$ cat src/port9_pkg.sv
/*
  Constants, register map and power-mode codes for the five-bit I/O port.
  Assumes a byte-wide register port driven by the CPU on i_sys_clk.
*/
// How it works
// - Data latch is 8 bits; bits 4..0 drive the five pins.
// - Output-direction bits read back the stored latch value.
// - Input-direction bits read back the sampled pin level.
// - Latch bits 7 and 6 read 1 and ignore writes.
// - Latch bit 5 reads 0 and ignores writes.
// - Flash variant: latch bit 0 reads 0, ignores writes.
// - Latch resets to 0xC0.
// - Direction bit 1 makes the pin output, 0 makes it input.
// - Direction register is write-only and reads as all ones.
// - Direction register resets to 0xC0, all pins input.
// - Pins float in reset/standby, hold in sleep/watch, work in active.
package port9_pkg;

  // ----------------------------------------------------------------
  // Register map
  // ----------------------------------------------------------------
  localparam logic [15:0] ADDR_DATA_LATCH = 16'hffdc;
  localparam logic [15:0] ADDR_DIRECTION  = 16'hffec;

  localparam logic [7:0]  DATA_LATCH_RESET = 8'hc0;
  localparam logic [7:0]  DIRECTION_RESET  = 8'hc0;
  localparam logic [7:0]  RESERVED_ONES    = 8'hc0;
  localparam logic [7:0]  DIRECTION_READ   = 8'hff;
  localparam logic [7:0]  UNMAPPED_READ    = 8'h00;

  localparam int          PIN_COUNT  = 5;
  localparam int          PIN_MSB    = 4;
  localparam int          FLASH_PIN  = 0;

  // ----------------------------------------------------------------
  // Operating modes from the power controller
  // ----------------------------------------------------------------
  typedef enum logic [2:0] {
    MODE_ACTIVE    = 3'b000,
    MODE_SUBACTIVE = 3'b001,
    MODE_SLEEP     = 3'b010,
    MODE_SUBSLEEP  = 3'b011,
    MODE_WATCH     = 3'b100,
    MODE_STANDBY   = 3'b101
  } power_mode_t;

  typedef enum logic [1:0] {
    DRIVE_FLOAT  = 2'b00,
    DRIVE_HOLD   = 2'b01,
    DRIVE_NORMAL = 2'b10
  } drive_state_t;

endpackage

$ cat src/port9_top.sv
/*
  Five-bit bidirectional port: data latch, direction register, readback.
  Assumes a single-cycle register port and synchronous pin inputs.
*/
`timescale 1ns/1ns
module port9_top
  import port9_pkg::*;
#(
  parameter bit FLASH_VARIANT = 1'b0
)
(
  input  wire logic                   i_sys_clk,
  input  wire logic                   i_resetn,
  input  wire logic [15:0]            i_addr,
  input  wire logic [7:0]             i_wdata,
  input  wire logic                   i_wr,
  input  wire logic                   i_rd,
  output logic [7:0]                  o_rdata,
  input  wire port9_pkg::power_mode_t i_power_mode,
  input  wire logic [4:0]             i_port_pin,
  output logic [4:0]                  o_port_pin,
  output logic [4:0]                  o_port_pin_oe
);

  // ----------------------------------------------------------------
  // Register state
  // ----------------------------------------------------------------
  logic [4:0] port_data_latch;
  logic [4:0] port_direction_control;
  logic [4:0] next_data_latch;
  logic [4:0] next_direction;
  logic [7:0] next_rdata;
  logic [4:0] usable_mask;
  logic [4:0] pin_mix;

  // Flash variant loses pin 0 to the programming supply
  assign usable_mask = FLASH_VARIANT ? 5'h1_e : 5'h1_f;

  always_comb begin
    next_data_latch = port_data_latch;
    next_direction  = port_direction_control;
    if (i_wr && i_addr == ADDR_DATA_LATCH) begin
      next_data_latch = i_wdata[PIN_MSB:0] & usable_mask;
    end
    if (i_wr && i_addr == ADDR_DIRECTION) begin
      next_direction = i_wdata[PIN_MSB:0] & usable_mask;
    end
  end

  // ----------------------------------------------------------------
  // Readback
  // ----------------------------------------------------------------
  genvar g;
  generate
    for (g = 0; g < PIN_COUNT; g++) begin : g_mix
      assign pin_mix[g] = port_direction_control[g] ? port_data_latch[g]
                                                   : i_port_pin[g];
    end
  endgenerate

  always_comb begin
    next_rdata = 8'h0_0;
    if (i_rd) begin
      if (i_addr == ADDR_DATA_LATCH) begin
        // Bits 7:6 ones, bit 5 zero, masked pin 0 for flash
        next_rdata = RESERVED_ONES | {3'b000, pin_mix & usable_mask};
      end else if (i_addr == ADDR_DIRECTION) begin
        next_rdata = DIRECTION_READ;
      end else begin
        next_rdata = UNMAPPED_READ;
      end
    end
  end

  always_ff @(posedge i_sys_clk or negedge i_resetn) begin
    if (!i_resetn) begin
      port_data_latch        <= DATA_LATCH_RESET[PIN_MSB:0];
      port_direction_control <= DIRECTION_RESET[PIN_MSB:0];
      o_rdata                <= 8'h0_0;
    end else begin
      port_data_latch        <= next_data_latch;
      port_direction_control <= next_direction;
      o_rdata                <= next_rdata;
    end
  end

  // ----------------------------------------------------------------
  // Pin drivers
  // ----------------------------------------------------------------
  port9_pin_gate u_gate (
    .i_sys_clk (i_sys_clk),
    .i_resetn  (i_resetn),
    .i_mode    (i_power_mode),
    .i_out_val (port_data_latch),
    .i_out_en  (port_direction_control),
    .o_pin_out (o_port_pin),
    .o_pin_oe  (o_port_pin_oe)
  );

  // ----------------------------------------------------------------
  // Checks
  // ----------------------------------------------------------------
  property p_res_bits;
    @(posedge i_sys_clk) disable iff (!i_resetn)
      (i_rd && i_addr == ADDR_DATA_LATCH) |=> (o_rdata[7:5] == 3'b110);
  endproperty
  a_res_bits: assert property (p_res_bits) else $error("reserved bits wrong");

  property p_bit5;
    @(posedge i_sys_clk) disable iff (!i_resetn)
      (i_rd && i_addr == ADDR_DATA_LATCH) |=> !o_rdata[5];
  endproperty
  a_bit5: assert property (p_bit5) else $error("bit 5 not zero");

  property p_dir_read;
    @(posedge i_sys_clk) disable iff (!i_resetn)
      (i_rd && i_addr == ADDR_DIRECTION) |=> (o_rdata == 8'hff);
  endproperty
  a_dir_read: assert property (p_dir_read) else $error("direction read not all ones");

  property p_out_read;
    @(posedge i_sys_clk) disable iff (!i_resetn)
      (i_rd && i_addr == ADDR_DATA_LATCH && port_direction_control[4]) |=>
        (o_rdata[4] == $past(port_data_latch[4]));
  endproperty
  a_out_read: assert property (p_out_read) else $error("output pin read not latch");

  property p_in_read;
    @(posedge i_sys_clk) disable iff (!i_resetn)
      (i_rd && i_addr == ADDR_DATA_LATCH && !port_direction_control[3]) |=>
        (o_rdata[3] == $past(i_port_pin[3]));
  endproperty
  a_in_read: assert property (p_in_read) else $error("input pin read not level");

  property p_write_latch;
    @(posedge i_sys_clk) disable iff (!i_resetn)
      (i_wr && i_addr == ADDR_DATA_LATCH) |=>
        (port_data_latch[4:1] == $past(i_wdata[4:1]));
  endproperty
  a_write_latch: assert property (p_write_latch) else $error("latch write lost");

  property p_write_dir;
    @(posedge i_sys_clk) disable iff (!i_resetn)
      (i_wr && i_addr == ADDR_DIRECTION && i_power_mode == MODE_ACTIVE) |=> ##1
        (o_port_pin_oe[4:1] == $past(i_wdata[4:1], 2));
  endproperty
  a_write_dir: assert property (p_write_dir) else $error("direction not applied");

  property p_flash_bit0;
    @(posedge i_sys_clk) disable iff (!i_resetn)
      (FLASH_VARIANT && i_rd && i_addr == ADDR_DATA_LATCH) |=> !o_rdata[0];
  endproperty
  a_flash_bit0: assert property (p_flash_bit0) else $error("flash bit 0 not zero");

  c_out_read:  cover property (@(posedge i_sys_clk) disable iff (!i_resetn)
    i_rd && i_addr == ADDR_DATA_LATCH && port_direction_control != 5'h0_0);
  c_dir_write: cover property (@(posedge i_sys_clk) disable iff (!i_resetn)
    i_wr && i_addr == ADDR_DIRECTION);
  c_sleep:     cover property (@(posedge i_sys_clk) disable iff (!i_resetn)
    i_power_mode == MODE_SLEEP && o_port_pin_oe != 5'h0_0);

endmodule

$ cat src/port9_pin_gate.sv
/*
  Pin driver gate: turns the power mode into float, hold or normal drive.
  Assumes mode codes come from the power controller on the same clock.
*/
`timescale 1ns/1ns
module port9_pin_gate
  import port9_pkg::*;
(
  input  wire logic                 i_sys_clk,
  input  wire logic                 i_resetn,
  input  wire port9_pkg::power_mode_t i_mode,
  input  wire logic [4:0]           i_out_val,
  input  wire logic [4:0]           i_out_en,
  output logic [4:0]                o_pin_out,
  output logic [4:0]                o_pin_oe
);

  // ----------------------------------------------------------------
  // Mode decode
  // ----------------------------------------------------------------
  function automatic drive_state_t drive_of(input power_mode_t m);
    drive_state_t d;
    d = DRIVE_FLOAT;
    unique case (m)
      MODE_ACTIVE, MODE_SUBACTIVE:            d = DRIVE_NORMAL;
      MODE_SLEEP, MODE_SUBSLEEP, MODE_WATCH:  d = DRIVE_HOLD;
      default:                                d = DRIVE_FLOAT;
    endcase
    return d;
  endfunction

  drive_state_t drive;
  logic [4:0]   next_pin_out;
  logic [4:0]   next_pin_oe;

  assign drive = drive_of(i_mode);

  always_comb begin
    next_pin_out = o_pin_out;
    next_pin_oe  = o_pin_oe;
    unique case (drive)
      DRIVE_NORMAL: begin
        next_pin_out = i_out_val;
        next_pin_oe  = i_out_en;
      end
      DRIVE_HOLD: begin
        next_pin_out = o_pin_out;
        next_pin_oe  = o_pin_oe;
      end
      default: begin
        next_pin_out = 5'h0_0;
        next_pin_oe  = 5'h0_0;
      end
    endcase
  end

  // Reset floats the pins regardless of mode
  always_ff @(posedge i_sys_clk or negedge i_resetn) begin
    if (!i_resetn) begin
      o_pin_out <= 5'h0_0;
      o_pin_oe  <= 5'h0_0;
    end else begin
      o_pin_out <= next_pin_out;
      o_pin_oe  <= next_pin_oe;
    end
  end

  // ----------------------------------------------------------------
  // Checks
  // ----------------------------------------------------------------
  property p_float_standby;
    @(posedge i_sys_clk) disable iff (!i_resetn)
      (i_mode == MODE_STANDBY) |=> (o_pin_oe == 5'h0_0);
  endproperty
  a_float_standby: assert property (p_float_standby) else $error("pins driven in standby");

  property p_hold_sleep;
    @(posedge i_sys_clk) disable iff (!i_resetn)
      (i_mode == MODE_SLEEP || i_mode == MODE_WATCH) |=>
        (o_pin_oe == $past(o_pin_oe) && o_pin_out == $past(o_pin_out));
  endproperty
  a_hold_sleep: assert property (p_hold_sleep) else $error("pins changed in retain mode");

  property p_normal_follow;
    @(posedge i_sys_clk) disable iff (!i_resetn)
      (i_mode == MODE_ACTIVE) |=> (o_pin_oe == $past(i_out_en));
  endproperty
  a_normal_follow: assert property (p_normal_follow) else $error("enable not followed");

endmodule

$ cat config.mk
export PLATFORM = sky130hd
export DESIGN_NAME = port9_top
export DESIGN_NICKNAME = d
export VERILOG_FILES = /design/src/port9_pkg.sv /design/src/port9_top.sv /design/src/port9_pin_gate.sv
export SDC_FILE = /design/constraint.sdc
export NUM_CORES = 1
export LEC_CHECK = 0
export ABC_AREA = 0
export ABC_CLOCK_PERIOD_IN_PS = 800
export BUFFER_PORTS_ARGS = -buffer_cell sky130_fd_sc_hd__clkbuf_2
export CAP_MARGIN = 20
export CORE_ASPECT_RATIO = 0.7
export CORE_UTILIZATION = 35
export CTS_CLUSTER_SIZE = 40
export DETAILED_ROUTE_END_ITERATION = 6
export SYNTH_ARGS = -nofsm -noshare
export SYNTH_HDL_FRONTEND = slang
export SYNTH_SLANG_ARGS = --single-unit
$ cat constraint.sdc
create_clock -name i_sys_clk -period 0.8 [get_ports i_sys_clk]
set_input_delay 0.04 -clock i_sys_clk [delete_from_list [all_inputs] [get_ports i_sys_clk]]
set_output_delay 0.04 -clock i_sys_clk [all_outputs]
set_load 0.005 [all_outputs]
==> metrics.json, run 1 <==
{
  "status": "finished with violations",
  "failed_checks": "setup timing",
  "floorplan.die.width_um": 71.69,
  "netlist.top_cell.by_area": "dfrtp_1",
  "max-vdd-ir-drop_uv": 1046,
  "drc_errors": 0,
  "cts_tree": "yes",
  "worstMarginPinSlew_ps": 351.1,
  "effective_utilization_at_floorplan": 0.3729,
  "drtAntennaViolNets": 0,
  "complex_gate_fraction_of_the_synthesized_area": 0.06309,
  "netlist_instances": 95,
  "cell_by_cell_trace_of_the_critical_path": "clkbuf_2 -> nand4_1 -> nor4b_4 -> nand4b_1 -> buf_6 -> mux2_2",
  "timing.hold.worst_endpoint": "port_data_latch[4]",
  "cts.clk_slew.worst_paths_ps": 90,
  "holdCritPathClass": "in2reg",
  "initial_antenna_violation_count": 0,
  "reg2reg_to": "o_rdata[0]",
  "final_max_slew_viol_count": 0,
  "via_per_inst": 5.081,
  "critical-path-slowest-cell": "nor4b_4",
  "aggregate_routed_wire_length_um": 2806,
  "place.gp.congestion": 0.7233,
  "synth_largest_type_area_fraction": 0.5678,
  "endpoints_failing_hold": 0,
  "drt-initial-drc-count": 41,
  "maximum_buffer_depth_of_the_clock_tree": 2,
  "synth_top_family_by_area": "multiplexers",
  "ys_warn_count": 0,
  "io_buffer_count": 50,
  "rsz_0062_raised_after_global_routing": "yes",
  "grt_pass1_wl_um": 4788,
  "post_drt_wl_per_cell_um": 14.24,
  "period_needed_ps": 1131,
  "via_count_of_the_first_global_routing_pass": 1062,
  "r2r_start": "port_direction_control[0]",
  "synth_xor_area_frac": 0.007361,
  "area.growth.synth_to_final_pct": 41.54,
  "die_area_um2": 3641,
  "io-pin-count": 54,
  "final_nets": 196,
  "grt_max_degree": 28,
  "worst_setup_path_end_kind": "register",
  "kind_of_start_point_of_the_critical_path": "input pin",
  "numClockSinks": 27,
  "layout-drive-gt1-share": 0.5409,
  "maxClockFrequency_mhz": 884.3,
  "power.static_leakage_uw": 0.0008925,
  "core.rowCount": 17,
  "tritoncts_buffers": 3,
  "gr-usage-all-layers": 0.1754,
  "coreArea_um2": 3191,
  "die_height_um": 50.79,
  "finalPower_uw": 2339,
  "reg2reg_setup_slack_ps": -60,
  "seq_area_frac_synth": 0.5678,
  "power-per-cell-area_nw_per_um2": 1389,
  "yosysUniqueCellTypes": 20,
  "drt_pre_antenna_iters": 4,
  "whs_path_depth": 2,
  "whs_ps": 26.74,
  "worst_setup_slack_before_clock_tree_synthesis_ps": -647.8,
  "timing_worst_setup_path_type": "in2reg",
  "layout_commonest_cell": "clkbuf_2",
  "hold_path_startpoint": "i_wdata[4]",
  "synth.mux.area_fraction": 0.2208,
  "critical_path_arrival_ps": 1290,
  "antennaDiodeCount": 0,
  "netlist_area_um2": 1190,
  "setup_violations": 26,
  "setup_slack_ps": -330.9,
  "fin_skew_ps": 0.9661,
  "placed_cells_incl_taps": 190,
  "timing.reg2reg.worst_path_depth": 2,
  "root_buffer": "clkbuf_8",
  "path_max_fanout": 5,
  "detailedPlacementHpwl_um": 2156,
  "synthSimpleGateAreaFrac": 0.1251,
  "synth_fp_nets": 131,
  "h_tree_depth": 1,
  "min_period_over_period": 1.414,
  "synth.top_cells.by_area": "dfrtp_1 57%, mux2i_1 13%, mux2_2 9.5%",
  "drv_cap": 0,
  "grt.overflow.total": 0,
  "yosys.area_share.adder": 0,
  "synth_area_per_cell_um2": 12.53,
  "leading_cell_types_in_the_layout_fill_and_taps_excluded": "49 x clkbuf_2, 27 x dfrtp_1, 15 x mux2i_1",
  "num_vias": 1001,
  "worst_ep_required_time_ps": 960,
  "timing.critical_path.slowest_cell_delay_ps": 390,
  "clock_latency_ps": 260,
  "ys_seq_elements": 27,
  "finish.cell_count_without_fillers": 197,
  "max-slew-margin-rel": 0.7638
}
==> through the flow <==
step	utilization	instance area (µm²)	TNS, ps
after floorplan	-	1196	-5353
after global placement	0.4906	1565	-7878
after detailed placement	0.4906	1565	-9234
after CTS	0.5224	1667	-4357
after global routing	0.5278	1684	-6143
final	0.5278	1684	-4429
==> worst max-delay path by stage <==
stage               cells past startpoint  startpoint                        end  slack, ps
finish                                  6  i_addr[12]         port_data_latch[1]       -330
global route                            6  i_addr[12]  port_direction_control[1]       -390
CTS                                     6   i_addr[7]         port_data_latch[1]       -320
detailed placement                      6  i_addr[14]         port_data_latch[2]       -650
global placement                        6  i_addr[14]         port_data_latch[2]       -560
floorplan                               4  i_addr[14]         port_data_latch[0]       -430
==> final cells by class <==
class                           count  area (µm²)
Tap cell                           38       47.55
Fill cell                         301        1506
Sequential cell                    27       675.6
Multi-Input combinational cell     64       535.5
Timing Repair Buffer               63       376.6
Clock buffer                        4       45.04
Inverter                            1       3.754
==> logic make-up (layout without fill, tap and decap cells) <==
kind of cell,Yosys count,count (layout)
simple gates,23,23
flops,27,27
compound gates,15,15
buf+inv,4,68
xor+xnor,1,1
mux,25,25
==> repair_timing <==
action,4_1_cts,5_1_grt
buffers inserted,1,1
pin swaps,6,4
endpoints found under the hold margin,27,0
endpoints found under the setup margin,27,40
hold buffers,1,0
gates resized for setup,10,7
==> cells in the mapped netlist <==
cell type  number
dfrtp_1        27
mux2i_1        15
mux2_2         10
nand2_1        10
o21ai_0        10
a21oi_1         5
nand4_1         3
clkbuf_1        2
nand4b_1        2
and3b_2         1
and4b_2         1
buf_4           1
inv_1           1
nand3_1         1
nand3b_1        1
nor2_1          1
nor3b_1         1
nor4_1          1
nor4b_4         1
xor2_1          1
==> layer usage <==
layer,vias up,part of all wire,GRT usage
met2,33,0.49,0.3129
met3,4,0.052,0.05221
met5,-,0,0
li1,476,-,-
met1,488,0.45,0.2095
met4,0,0.011,0.03922
==> critical path: cells and delay by family <==
kind          cells  cell delay, ps
mux               1             260
simple gates      3             730
buf+inv           2             250
==> power breakdown <==
part           switching (µW)  internal (µW)
combinational             113            114
clock                     392            356
sequential              0.222           1360
==> registers in the layout, summed over array words and instances, names as in the netlist <==
| signal | flops |
|---|---|
| u_gate.o_pin_oe | 5 |
| port_data_latch | 5 |
| port_direction_control | 5 |
| u_gate.o_pin_out | 5 |
| o_rdata | 7 |
No activity file was read; power rests on OpenSTA's default activity.
==> run 2, diff against run 1 <==
Settings changed: SYNTH_HIERARCHICAL from default to 1.
==> run 2 against run 1 <==
Compared with the run above: the flow still finishes with violations (setup timing); fmax barely moved; die area up 14%; area after synthesis grew 15%; sequential share of layout area shrank 6.9 points; register-to-register slack worse by 60 ps; clock skew increased by 2.6 ps; wire length is 19% higher; total power grew 5.6%; critical path depth stayed put; first-iteration DRC count increased by 32%; final cell count is 15% higher; utilization rose by 3.3 points; critical path type unchanged; largest cell class is now multi-input gates.
==> metrics.json, run 2 <==
{
  "status": "finished with violations",
  "failed_checks": "setup timing",
  "min_period_over_period": {"value": 1.413, "change": "about the same"},
  "synth_area_per_cell": {"value": 12.77, "unit": "µm²", "change": "+1.9%"},
  "synthArstFlopShare": {"value": 1.000, "change": "unchanged"},
  "drtAntennaViolNets": {"value": 0, "change": "unchanged"},
  "max-vdd-ir-drop": {"value": 783.3, "unit": "µV", "change": "-25%"},
  "effective_utilization_at_floorplan": {"value": 0.3768, "change": "+0.003870"},
  "groute.layer.met2.usage": {"value": 0.3036, "change": "-0.009322"},
  "setup_slack": {"value": -330.1, "unit": "ps", "change": "+0.7760 ps"},
  "path_max_fanout": {"value": 5, "change": "unchanged"},
  "cts_tree": "yes",
  "grt.overflow.total": {"value": 0, "change": "unchanged"},
  "place.gp.congestion": {"value": 0.8236, "change": "+14%"},
  "endpoints_failing_hold": {"value": 0, "change": "unchanged"},
  "gr-usage-met1": {"value": 0.2218, "change": "+0.01231"},
  "die_height": {"value": 54.28, "unit": "µm", "change": "+6.9%"},
  "drv_cap": {"value": 0, "change": "unchanged"},
  "synth_fp_nets": {"value": 143, "change": "+9.2%"},
  "floorplan.die.width": {"value": 76.68, "unit": "µm", "change": "+7.0%"},
  "detailedPlacementHpwl": {"value": 2364, "unit": "µm", "change": "+9.7%"},
  "largest_register_ffs": {"value": 7, "change": "unchanged"},
  "globalRoute.busiestLayer": "met2",
  "cts.clk_slew.worst_paths": {"value": 90, "unit": "ps", "change": "about the same"},
  "clock_latency": {"value": 280, "unit": "ps", "change": "+20 ps"},
  "final_nets": {"value": 214, "change": "+9.2%"},
  "drt-initial-drc-count": {"value": 54, "change": "+32%"},
  "grt.met3_usage": {"value": 0.05167, "change": "-0.0005422"},
  "switchingPower": {"value": 608.9, "unit": "µW", "change": "+21%"},
  "root_buffer": "clkbuf_8",
  "worstMarginPinSlew": {"value": 398.0, "unit": "ps", "change": "+46.93 ps"},
  "seq_area_frac_synth": {"value": 0.4945, "change": "-0.07332"},
  "holdCritPathClass": "in2reg",
  "grt_max_degree": {"value": 21, "change": "-25%"},
  "num_vias": {"value": 1100, "change": "+9.9%"},
  "largest-register": "o_rdata",
  "fin_skew": {"value": 3.560, "unit": "ps", "change": "+2.594 ps"},
  "area.growth.synth_to_final_pct": 48.81,
  "io_buffer_count": {"value": 50, "change": "unchanged"},
  "synth.most_common_cell": "dfrtp_1",
  "leading_cell_types_in_the_layout_fill_and_taps_excluded": "48 x clkbuf_2, 27 x dfrtp_1, 16 x buf_4",
  "internal_power": {"value": 1861, "unit": "µW", "change": "+1.5%"},
  "h_tree_depth": {"value": 1, "change": "unchanged"},
  "synth_edf_count": {"value": 0, "change": "unchanged"},
  "maximum_buffer_depth_of_the_clock_tree": {"value": 2, "change": "unchanged"},
  "setup_violations": {"value": 43, "change": "+65%"},
  "initial_antenna_violation_count": {"value": 0, "change": "unchanged"},
  "kind_of_start_point_of_the_critical_path": "input pin",
  "worst_ep_required_time": {"value": 960, "unit": "ps", "change": "about the same"},
  "placed_cells_incl_taps": {"value": 209, "change": "+10%"},
  "die_area": {"value": 4162, "unit": "µm²", "change": "+14%"},
  "io-pin-count": {"value": 54, "change": "unchanged"},
  "power.static_leakage": {"value": 0.0009843, "unit": "µW", "change": "+10%"},
  "power-per-cell-area": {"value": 1215, "unit": "nW/µm²", "change": "-13%"},
  "core.rowCount": {"value": 18, "change": "+1"},
  "netlist_instances": {"value": 107, "change": "+13%"},
  "final.fill_count": {"value": 305, "change": "+1.3%"},
  "p_clk_frac": {"value": 0.321, "change": "about the same"},
  "yosys-top-cells-count": "27 x dfrtp_1, 11 x nand2_1, 10 x a21oi_2, 10 x mux2_2, 10 x o22ai_2",
  "gr-usage-all-layers": {"value": 0.1767, "change": "+0.001302"},
  "coreArea": {"value": 3626, "unit": "µm²", "change": "+14%"},
  "worst_setup_path_end_kind": "register",
  "synthFlopType": "dfrtp_1",
  "critical_path_arrival": {"value": 1290, "unit": "ps", "change": "about the same"},
  "netlist.top_cell.by_area": "dfrtp_1",
  "period_needed": {"value": 1130, "unit": "ps", "change": "-0.7760 ps"},
  "timing_worst_setup_path_type": "in2reg",
  "netlist_area": {"value": 1366, "unit": "µm²", "change": "+15%"},
  "max-slew-margin-rel": {"value": 0.7341, "change": "-0.02969"},
  "ys_seq_elements": {"value": 27, "change": "unchanged"},
  "post_drt_wl_per_cell": {"value": 14.73, "unit": "µm", "change": "+3.4%"},
  "layout-drive-gt1-share": {"value": 0.7175, "change": "+0.1766"},
  "ys_warn_count": {"value": 6, "change": "+6"},
  "synth.top_cells.by_area": "dfrtp_1 49%, o22ai_2 9.2%, mux2_2 8.2%",
  "tritoncts_buffers": {"value": 3, "change": "unchanged"},
  "reg2reg_setup_slack": {"value": -120, "unit": "ps", "change": "-60 ps"},
  "rsz_0062_raised_after_global_routing": "yes",
  "maxClockFrequency": {"value": 884.9, "unit": "MHz", "change": "about the same"},
  "numClockSinks": {"value": 27, "change": "unchanged"},
  "switching_part_of_the_total_power": {"value": 0.2466, "change": "+0.03073"},
  "drt_pre_antenna_iters": {"value": 3, "change": "-1"},
  "final_max_slew_viol_count": {"value": 0, "change": "unchanged"},
  "drc_errors": {"value": 0, "change": "unchanged"},
  "aggregate_routed_wire_length": {"value": 3343, "unit": "µm", "change": "+19%"},
  "finish.cell_count_without_fillers": {"value": 227, "change": "+15%"},
  "layout_commonest_cell": "clkbuf_2",
  "yosysUniqueCellTypes": {"value": 24, "change": "+20%"},
  "share_comb_of_total_power": {"value": 0.126, "change": "+0.029"},
  "antennaDiodeCount": {"value": 0, "change": "unchanged"},
  "synth_largest_type_area_fraction": {"value": 0.4945, "change": "-0.07332"},
  "power.share.sequential": {"value": 0.552, "change": "-0.031"},
  "worst_setup_slack_before_clock_tree_synthesis": {"value": -650.9, "unit": "ps", "change": "-3.064 ps"},
  "via_count_of_the_first_global_routing_pass": {"value": 1108, "change": "+4.3%"},
  "grt_pass1_wl": {"value": 5506, "unit": "µm", "change": "+15%"},
  "via_per_inst": {"value": 4.846, "change": "-4.6%"}
}
==> run 2: cell count changes after synthesis, moves of 3 or more <==
cell	before	now
a21oi_2	0	10
mux2i_1	15	5
o21ai_0	10	0
o22ai_2	0	10
nor2b_1	0	9
buf_2	0	3
==> run 2: cell families after synthesis <==
| group | Yosys count | share of synthesized area |
|---|---|---|
| xor gates and xnor gates | 1 | 0.006411 |
| AOI/OAI and AO/OA | 25 | 0.1740 |
| DFF | 27 | 0.4945 |
| and+or+nand+nor | 32 | 0.1676 |
| muxes | 15 | 0.1191 |
| buffers and inverters | 7 | 0.03845 |
==> run 2: per-stage QoR <==
stage / util / instance area, µm² / total power, µW / TNS [ps] / hold WS, ps
floorplan: - / 1409 / 1491 / -6884 / -255.6
global placement: 0.4883 / 1770 / 1648 / -10140 / -53.34
detailed placement: 0.4883 / 1770 / 1653 / -10860 / -47.14
CTS: 0.5449 / 1976 / 2477 / -4773 / 3.323
global route: 0.5607 / 2033 / 2589 / -8095 / 8.198
finish: 0.5607 / 2033 / 2469 / -5867 / 11.86
==> run 2: worst paths after layout <==
kind                                              to                       from  cells after the start
hold reg to reg                   port_data_latch[3]         port_data_latch[3]                      1
setup reg to reg                          o_rdata[2]  port_direction_control[2]                      2
max in group asynchronous         port_data_latch[2]                   i_resetn                      3
setup / recovery                          o_rdata[2]                  i_addr[0]                      6
hold / removal             port_direction_control[1]                 i_wdata[1]                      2
min in group asynchronous        u_gate/o_pin_out[3]                   i_resetn                      2
==> run 2: layout make-up <==
| type | count | area (µm²) | area share |
|---|---|---|---|
| sequential | 27 | 675.6 | 0.3323 |
| inverter | 1 | 3.754 | 0.001846 |
| clock inverter | 1 | 7.507 | 0.003692 |
| timing repair buffer | 72 | 467.9 | 0.2302 |
| clock buffer | 3 | 41.29 | 0.02031 |
| tap | 50 | 62.56 | 0.03077 |
| multi-input combinational | 73 | 774.5 | 0.3809 |
==> run 2: critical path: stages <==
cell and delay, ps:
buf_6 90, nand4bb_4 240, or4b_4 540, nor3_2 130
buf_4 180, a21oi_2 70
==> run 2: timing repair <==
action,CTS,global route
buffers inserted,8,5
pin swaps,9,1
resized for setup,17,6
cloned,0,0
hold buffers,1,1
setup endpoints to repair,45,45
hold endpoints to repair,27,1
==> run 2: power groups by stage <==
| stage | Sequential, µW | Clock (µW) | Combinational (µW) |
|---|---|---|---|
| 2_1_floorplan | 1390 | 0 | 100 |
| 3_3_place_gp | 1390 | 0 | 257 |
| 3_5_place_dp | 1390 | 0 | 262 |
| 4_1_cts | 1360 | 813 | 300 |
| 5_1_grt | 1360 | 890 | 335 |
| 6_report | 1360 | 794 | 312 |
==> run 2: metal layers <==
metal | part of all wire | up-vias | wire, µm
li1 | - | 531 | -
met1 | 0.45 | 536 | 1501
met2 | 0.49 | 28 | 1649
met3 | 0.046 | 5 | 153
met4 | 0.011 | 0 | 38
met5 | 0 | - | 0
